--- config.mk ---
export PLATFORM = sky130hd
export DESIGN_NAME = serial_boot_id_gate
export DESIGN_NICKNAME = d
export VERILOG_FILES = /design/src/verilog/serial_boot_id_gate_pkg.sv /design/src/verilog/serial_boot_id_gate.sv
export VERILOG_INCLUDE_DIRS = /design/src /design/src/verilog
export SDC_FILE = /design/constraint.sdc
export NUM_CORES = 1
export LEC_CHECK = 0
export BUFFER_PORTS_ARGS = -buffer_cell sky130_fd_sc_hd__buf_2
export CELL_PAD_IN_SITES_DETAIL_PLACEMENT = 0
export CELL_PAD_IN_SITES_GLOBAL_PLACEMENT = 2
export CORE_MARGIN = 3
export CORE_UTILIZATION = 30
export DETAILED_ROUTE_END_ITERATION = 10
export GPL_TIMING_DRIVEN = 0
export PLACE_DENSITY_LB_ADDON = 0.1
export SYNTH_ARGS = -nofsm -noshare
export SYNTH_HDL_FRONTEND = slang
export SYNTH_SLANG_ARGS = --single-unit
--- constraint.sdc ---
create_clock -name i_sys_clk -period 2.1 [get_ports i_sys_clk]
set_clock_uncertainty 0.1 [all_clocks]
set_input_delay 0.42 -clock i_sys_clk [delete_from_list [all_inputs] [get_ports i_sys_clk]]
set_output_delay 0.42 -clock i_sys_clk [all_outputs]
set_load 0.02 [all_outputs]
--- src/verilog/serial_boot_id_gate_params.svh ---
// Constants for the serial boot ID gate
`ifndef SERIAL_BOOT_ID_GATE_PARAMS_SVH
`define SERIAL_BOOT_ID_GATE_PARAMS_SVH
// Avalon-MM register byte addresses
`define REG_STATUS_ADDR 8'h00
`define REG_DECODE_ADDR 8'h04
`define REG_WDOPT_ADDR 8'h08
`define REG_RSTOPT_ADDR 8'h0c
`define REG_RXID_LO_ADDR 8'h10
`define REG_RXID_HI_ADDR 8'h14
`define REG_CTRL_ADDR 8'h18
// Flash addresses of stored bytes
`define FL_ADDR_OPT_MAIN 16'hffff
`define FL_ADDR_OPT_WD 16'hffdb
`define FL_ADDR_RVEC0 16'hfffc
`define FL_ADDR_RVEC1 16'hfffd
`define FL_ADDR_RVEC2 16'hfffe
`define FL_ADDR_ID1 16'hffdf
`define FL_ADDR_ID2 16'hffe3
`define FL_ADDR_ID3 16'hffeb
`define FL_ADDR_ID4 16'hffef
`define FL_ADDR_ID5 16'hfff3
`define FL_ADDR_ID6 16'hfff7
`define FL_ADDR_ID7 16'hfffb
// Reserved keys, first byte in low bits
`define KEY_ERASE 56'h45_53_41_52_65_4c_41
`define KEY_DISABLE 56'h74_63_65_74_6f_72_50
// Erased flash reads as all ones
`define OPT_ERASED 8'hff
// Watchdog initial counts
`define WD_CNT_0 16'h03ff
`define WD_CNT_1 16'h0fff
`define WD_CNT_2 16'h1fff
`define WD_CNT_3 16'h3fff
// Option bit positions
`define OPT_WDT_AUTO 0
`define OPT_ROM_GATE 2
`define OPT_ROM_SEL 3
`define OPT_VDET_LO 4
`define OPT_VMON 6
`define OPT_CSPRO 7
`define OPT_WD_CNT_LO 0
`define OPT_WD_WIN_LO 2
`endif

--- src/verilog/serial_boot_id_gate_pkg.sv ---
// Types for the serial boot ID gate
package serial_boot_id_gate_pkg;
  typedef enum logic [1:0] {
    VDET_3V80,
    VDET_2V85,
    VDET_2V35,
    VDET_1V90
  } vdet_level_e;
  typedef enum logic [1:0] {
    WIN_25,
    WIN_50,
    WIN_75,
    WIN_100
  } refresh_window_e;
  typedef struct packed {
    logic watchdog_autostart;
    logic rom_protect;
    vdet_level_e vdet_level;
    logic voltage_monitor_reset_start;
    logic source_protect_at_reset;
    logic [15:0] wd_initial_count;
    refresh_window_e wd_refresh_window;
  } option_decode_s;
  typedef struct packed {
    logic unlocked;
    logic refused;
    logic erase_req;
    logic serial_disabled;
    logic parallel_block;
    logic check_done;
  } gate_status_s;
endpackage : serial_boot_id_gate_pkg

--- src/verilog/serial_boot_id_gate.sv ---
// Serial boot ID gate: stored ID capture, key checks and option decode
// What this block does
// - Unless reset vector is all ones, compare seven received ID bytes before commands.
// - Full ID match lets subsequent programmer commands be acknowledged.
// - Any differing ID byte makes the gate refuse programmer commands.
// - Reset vector all ones skips the check and accepts all commands unless the serial-disable key is stored.
// - Stored ID bytes come from top bytes of seven fixed vectors.
// - Forced-erase key is 41 4C 65 52 41 53 45 across ID1..ID7.
// - Serial-disable key is 50 72 6F 74 65 63 74 across ID1..ID7.
// - A key counts only when all seven bytes match; partial is ordinary.
// - Erase key received and stored triggers full user ROM erase.
// - Erase key received, other stored ID except the serial-disable key: erase unless protect bits are 01b.
// - Erase key stored but not received: unless reset vector is all ones, mismatch, no commands, ROM kept.
// - Serial-disable key stored refuses all serial communication.
// - Serial-disable key plus ROM protect also blocks parallel access.
// - Main option bit 0 picks watchdog autostart; bit 1 reserved one.
// - ROM protection in force only when bit 2 is 1 and bit 3 is 0.
// - Option bits 5:4 pick voltage detection 0 threshold.
// - Option bit 6 low enables voltage monitor 0 reset after reset.
// - Option bit 7 low starts watchdog source protection mode.
// - Erased or blank option bytes read as all ones.
// - Second option bits 1:0 pick watchdog initial count.
// - Second option bits 3:2 pick refresh acknowledge window.
// - Main option at FFFF, second option at FFDB.
`timescale 1ns/100ps
`include "serial_boot_id_gate_params.svh"
module serial_boot_id_gate
(
  input wire logic i_sys_clk,
  input wire logic i_rst,
  // Flash read port used during the load sequence
  output logic [15:0] o_flash_addr,
  output logic o_flash_rd,
  input wire logic [7:0] i_flash_data,
  input wire logic i_flash_blank,
  // Avalon-MM slave
  input wire logic [7:0] i_avs_address,
  input wire logic i_avs_read,
  input wire logic i_avs_write,
  input wire logic [31:0] i_avs_writedata,
  input wire logic [3:0] i_avs_byteenable,
  output logic [31:0] o_avs_readdata,
  output logic o_avs_waitrequest,
  // Decoded results
  output serial_boot_id_gate_pkg::option_decode_s o_option,
  output serial_boot_id_gate_pkg::gate_status_s o_status,
  output logic o_erase_pulse
);
  //------------------------------------------------------------
  // Load sequence
  //------------------------------------------------------------
  typedef enum logic [1:0] {
    LOAD,
    READY,
    CHECKED
  } state_e;
  localparam int N_LOAD = 12;
  state_e state_r, state_nxt;
  logic [3:0] idx_r;
  logic [7:0] opt_main_r;
  logic [7:0] opt_wd_r;
  logic [23:0] rvec_r;
  logic [55:0] stored_id_r;
  logic [55:0] rx_id_r;
  logic unlocked_r, refused_r, erase_r, erase_pulse_r, done_r;
  logic [15:0] load_addr;
  logic [7:0] load_byte;
  // Flash address for each load step
  assign load_addr =
    (idx_r == 4'd0) ? `FL_ADDR_OPT_MAIN :
    (idx_r == 4'd1) ? `FL_ADDR_OPT_WD :
    (idx_r == 4'd2) ? `FL_ADDR_RVEC0 :
    (idx_r == 4'd3) ? `FL_ADDR_RVEC1 :
    (idx_r == 4'd4) ? `FL_ADDR_RVEC2 :
    (idx_r == 4'd5) ? `FL_ADDR_ID1 :
    (idx_r == 4'd6) ? `FL_ADDR_ID2 :
    (idx_r == 4'd7) ? `FL_ADDR_ID3 :
    (idx_r == 4'd8) ? `FL_ADDR_ID4 :
    (idx_r == 4'd9) ? `FL_ADDR_ID5 :
    (idx_r == 4'd10) ? `FL_ADDR_ID6 : `FL_ADDR_ID7;
  // A blank part reads as erased flash
  assign load_byte = i_flash_blank ? `OPT_ERASED : i_flash_data;
  assign o_flash_addr = load_addr;
  assign o_flash_rd = (state_r == LOAD);
  //------------------------------------------------------------
  // Key and ID decisions
  //------------------------------------------------------------
  wire rx_is_erase = (rx_id_r == `KEY_ERASE);
  wire st_is_erase = (stored_id_r == `KEY_ERASE);
  wire st_is_disable = (stored_id_r == `KEY_DISABLE);
  wire id_match = (rx_id_r == stored_id_r);
  wire check_skip = (rvec_r == 24'hffffff);
  wire rom_protect = opt_main_r[`OPT_ROM_GATE] & ~opt_main_r[`OPT_ROM_SEL];
  // Erase when both keys, or received key with protect bits not 01b and no disable key stored
  wire do_erase = rx_is_erase & ~st_is_disable & (st_is_erase | ~rom_protect);
  // Stored erase key with other received ID falls to the normal compare
  wire grant = ~st_is_disable & (check_skip | id_match);
  //------------------------------------------------------------
  // Avalon-MM decode
  //------------------------------------------------------------
  wire acc = i_avs_read | i_avs_write;
  wire sel_status = (i_avs_address == `REG_STATUS_ADDR);
  wire sel_decode = (i_avs_address == `REG_DECODE_ADDR);
  wire sel_wdopt = (i_avs_address == `REG_WDOPT_ADDR);
  wire sel_rstopt = (i_avs_address == `REG_RSTOPT_ADDR);
  wire sel_rxlo = (i_avs_address == `REG_RXID_LO_ADDR);
  wire sel_rxhi = (i_avs_address == `REG_RXID_HI_ADDR);
  wire sel_ctrl = (i_avs_address == `REG_CTRL_ADDR);
  wire wr_ctrl = i_avs_write & sel_ctrl & i_avs_byteenable[0] & i_avs_writedata[0];
  logic [31:0] rd_mux;
  logic rd_valid_r;
  // Stall while loading, then one wait cycle for registered read data
  assign o_avs_waitrequest = acc & ((state_r == LOAD) | (i_avs_read & ~rd_valid_r));
  wire acc_done = acc & ~o_avs_waitrequest;
  always_comb
  begin
    if (sel_status)
      rd_mux = {26'h0, o_status};
    else if (sel_decode)
      rd_mux = {8'h0, o_option};
    else if (sel_wdopt)
      rd_mux = {24'h0, opt_wd_r};
    else if (sel_rstopt)
      rd_mux = {24'h0, opt_main_r};
    else if (sel_rxlo)
      rd_mux = rx_id_r[31:0];
    else if (sel_rxhi)
      rd_mux = {8'h0, rx_id_r[55:32]};
    else
      rd_mux = 32'h0;
  end
  //------------------------------------------------------------
  // Sequencer
  //------------------------------------------------------------
  always_comb
  begin
    state_nxt = state_r;
    case (state_r)
      LOAD:
        if (idx_r == 4'(N_LOAD - 1))
          state_nxt = READY;
      READY:
        if (wr_ctrl & acc_done)
          state_nxt = CHECKED;
      CHECKED:
        if (wr_ctrl & acc_done)
          state_nxt = CHECKED;
      default:
        state_nxt = LOAD;
    endcase
  end
  always_ff @(posedge i_sys_clk)
  begin
    if (i_rst)
    begin
      state_r <= LOAD;
      idx_r <= 4'h0;
    end
    else
    begin
      state_r <= state_nxt;
      if (state_r == LOAD)
        idx_r <= idx_r + 4'h1;
    end
  end
  // Captured once after reset and held until the next one
  always_ff @(posedge i_sys_clk)
  begin
    if (i_rst)
    begin
      opt_main_r <= `OPT_ERASED;
      opt_wd_r <= `OPT_ERASED;
      rvec_r <= 24'h0;
      stored_id_r <= 56'h0;
    end
    else if (state_r == LOAD)
    begin
      if (idx_r == 4'd0)
        opt_main_r <= load_byte;
      else if (idx_r == 4'd1)
        opt_wd_r <= load_byte;
      else if (idx_r < 4'd5)
        rvec_r <= {load_byte, rvec_r[23:8]};
      else
        stored_id_r <= {load_byte, stored_id_r[55:8]};
    end
  end
  // Received ID registers
  always_ff @(posedge i_sys_clk)
  begin
    if (i_rst)
      rx_id_r <= 56'h0;
    else if (i_avs_write & acc_done)
    begin
      if (sel_rxlo)
        for (int b = 0; b < 4; b++)
          if (i_avs_byteenable[b])
            rx_id_r[b*8 +: 8] <= i_avs_writedata[b*8 +: 8];
      if (sel_rxhi)
        for (int b = 0; b < 3; b++)
          if (i_avs_byteenable[b])
            rx_id_r[32 + b*8 +: 8] <= i_avs_writedata[b*8 +: 8];
    end
  end
  // Check result on each check command
  always_ff @(posedge i_sys_clk)
  begin
    if (i_rst)
    begin
      unlocked_r <= 1'b0;
      refused_r <= 1'b0;
      erase_r <= 1'b0;
      erase_pulse_r <= 1'b0;
      done_r <= 1'b0;
    end
    else
    begin
      erase_pulse_r <= 1'b0;
      if (wr_ctrl & acc_done & (state_r != LOAD))
      begin
        done_r <= 1'b1;
        erase_r <= do_erase;
        erase_pulse_r <= do_erase;
        unlocked_r <= grant & ~do_erase;
        refused_r <= ~grant & ~do_erase;
      end
    end
  end
  // Read data register
  always_ff @(posedge i_sys_clk)
  begin
    if (i_rst)
    begin
      rd_valid_r <= 1'b0;
      o_avs_readdata <= 32'h0;
    end
    else
    begin
      rd_valid_r <= i_avs_read & ~rd_valid_r & (state_r != LOAD);
      o_avs_readdata <= rd_mux;
    end
  end
  //------------------------------------------------------------
  // Outputs and option decode
  //------------------------------------------------------------
  logic [15:0] wd_cnt;
  assign wd_cnt =
    (opt_wd_r[1:0] == 2'b00) ? `WD_CNT_0 :
    (opt_wd_r[1:0] == 2'b01) ? `WD_CNT_1 :
    (opt_wd_r[1:0] == 2'b10) ? `WD_CNT_2 : `WD_CNT_3;
  always_comb
  begin
    o_option.watchdog_autostart = ~opt_main_r[`OPT_WDT_AUTO];
    o_option.rom_protect = rom_protect;
    o_option.vdet_level =
      serial_boot_id_gate_pkg::vdet_level_e'(opt_main_r[`OPT_VDET_LO +: 2]);
    o_option.voltage_monitor_reset_start = ~opt_main_r[`OPT_VMON];
    o_option.source_protect_at_reset = ~opt_main_r[`OPT_CSPRO];
    o_option.wd_initial_count = wd_cnt;
    o_option.wd_refresh_window =
      serial_boot_id_gate_pkg::refresh_window_e'(opt_wd_r[`OPT_WD_WIN_LO +: 2]);
  end
  always_comb
  begin
    o_status.unlocked = unlocked_r;
    o_status.refused = refused_r;
    o_status.erase_req = erase_r;
    o_status.serial_disabled = st_is_disable & (state_r != LOAD);
    o_status.parallel_block = st_is_disable & rom_protect;
    o_status.check_done = done_r;
  end
  assign o_erase_pulse = erase_pulse_r;
endmodule : serial_boot_id_gate

==> results.ini <==
[drt]
ant_nets=0
vias_per_cell=5.01
drc=0
dr.pass1.iters=5
wire_per_inst_um=20.9
totalWireLength_mm=34.4
drtIter0Drc=599
num_vias=8261

[power]
power_leakage_nw=4.02
total_power_mw=8.19
peakVddDrop_v=0.000510
powerDensity_nw_per_um2=744

[setup_path]
worst_setup_path_end_kind=primary output
crit_type=reg2out
cp-start-kind=flip-flop
path_max_fanout=5
arrival_ns=2.16
reg2regPathDepth=8
cp.required_ns=1.58

[cts]
insertion_delay_ns=0.45
ctsHoldBuffers=0
cts_num_sinks=196
cts_tree=done
numCtsBuffers=17
cts_buffer_depth=2
cts_root_buffer=clkbuf_16
clk_pin_slew_ns=0.10
h-tree-depth=4

[place]
gp_congestion=0.887
portBuffers=107
dp_hpwl_mm=26.3
place_ws_ns=-1.23

[logic_synthesis]
syn-cell-area_um2=8790
synth-edff-count=0
synth_top_area_share=0.446
synthArstFlopShare=0
yosysWarnings=0
avgSynthCellArea_um2=8.03
synth_seq_cells=196
synthTopCellsByArea=dfxtp_1 45%, nand2_1 9.9%, a21oi_1 8.2%
ys_seq_area_frac=0.446
synth.largest_area_cell=dfxtp_1
netlist_instances=1095
synthDistinctLibCells=54
synth_ff_type=dfxtp_1

[die]
die_h_um=177
num_io_pins=138
core_region_area_um2=28800
die_w_um=177
rows=62
start_util=0.305
design.die.area_um2=31400

[layout]
syn2layout_area_growth_pct=25.2
final_core_util=0.382
final_common_cell=nand2_1
drive_above_1_share=0.216
fin_nets=1315
diodes=0
final_cell_mix=228 x nand2_1, 181 x dfxtp_1, 143 x a21oi_1
fillers=3113

[sta]
rsz0062_at_grt=yes
hold_violations=0
period_share=1.28
drv_slew=0
fmax_mhz=373
setup_violations=12
setup_slack_ns=-0.583
slew_headroom=0.411
period_needed_ns=2.68
tightest_slew_ns=0.862

[global_routing]
grt_max_degree=22
grt_pass1_vias=7932
grt_first_pass_wirelength_mm=51.2
grt_overflow=0
grt_antenna_before_repair=0
grt_util_all_layers=0.219

[flow_run]
maxCapViolCount=0

[run_status]
status=finished, violations left
violations=negative setup slack

[worst_hold_path]
hold_depth=3
hold_class=in2reg

-- synth_stat cells (5+ instances only) --
master    count
nand3_1      64
nand2_1     232
nor4_1        9
clkbuf_1     59
inv_1        13
dfxtp_1     196
o21ai_0       5
nor3_1       13
buf_2         7
nor2_1       80
a22oi_1      10
nor4b_1       9
xnor2_1      58
a21o_1        7
and2_1       10
a21oi_1     144
mux2i_1      17
a211oi_1     17
ha_1          6
o211ai_1     16
buf_4        32
nand4_1      31
nor4bb_1      5
-- final timing paths --
kind / slack (ns) / end / start
hold reg to reg: 0.32 / rd_valid_r / rd_valid_r
setup reg to reg: -0.36 / refused_r / stored_id_r[19]
hold / removal: 0.12 / rx_id_r[29] / i_avs_writedata[29]
setup / recovery: -0.58 / o_status[2] / stored_id_r[19]
-- critical path, stage by stage (launching register included) --
cell and delay (ns):
dfxtp_1 0.49, nand4b_1 0.26, nor4_4 0.38, nand4b_4 0.26, nor2_4 0.19, buf_6 0.13
-- sequential cells by signal (all words and copies together), names as in the netlist --
name and count:
stored_id_r 56, o_erase_pulse 1, o_avs_readdata 32, done_r 1
state_r 2, unlocked_r 1, erase_r 1, idx_r 4
opt_main_r 8, rvec_r 24, rx_id_r 56, refused_r 1
rd_valid_r 1, opt_wd_r 8
-- stage by stage --
| step | hold WS, ns | setup TNS [ns] | instances | instance area [um2] |
|---|---|---|---|---|
| after floorplan | 0.298 | 0 | 1115 | 8860 |
| after global placement | 0.307 | -124.07 | 1606 | 9880 |
| after detailed placement | 0.312 | -121.40 | 1606 | 9880 |
| after CTS | 0.0992 | -2.01 | 1648 | 10900 |
| after global routing | 0.114 | -3.23 | 1649 | 11000 |
| final | 0.121 | -2.37 | 1649 | 11000 |
-- logic make-up after synthesis --
logic type / count (synthesis) / synth area share
fa+ha+maj: 6 / 0.00854
flops: 196 / 0.446
compound gates: 217 / 0.144
xor+xnor: 59 / 0.0588
buf+inv: 114 / 0.0634
simple gates: 480 / 0.253
other cells: 2 / 0.000855
mux: 21 / 0.0245
-- power breakdown --
group | total (mW) | internal (mW) | switching [mW]
combinational | 0.909 | 0.317 | 0.592
clock | 3.37 | 1.62 | 1.76
sequential | 3.90 | 3.80 | 0.0996
total | 8.19 | 5.74 | 2.45
-- metal layers --
metal	share of wire	track usage
met5	0	0
met4	0.011	0.0403
met3	0.048	0.0324
met2	0.48	0.364
met1	0.46	0.304
-- what timing repair did --
action                                  CTS  global route
cloned                                    0             0
pin swaps                                18             3
endpoints found under the setup margin  174           131
resized for setup                       100            28
setup buffers                            14             2
-- cell type report --
| type | instances | area, um2 | area share |
|---|---|---|---|
| buffer | 95 | 536 | 0.0487 |
| inverter | 14 | 55.1 | 0.00500 |
| timing repair buffer | 123 | 726 | 0.0660 |
| clock inverter | 15 | 179 | 0.0163 |
| multi-input combinational | 805 | 4650 | 0.423 |
| sequential | 196 | 3950 | 0.359 |
| tap | 384 | 480 | 0.0437 |
| clock buffer | 17 | 425 | 0.0387 |
(Power assumes the default switching activity.)
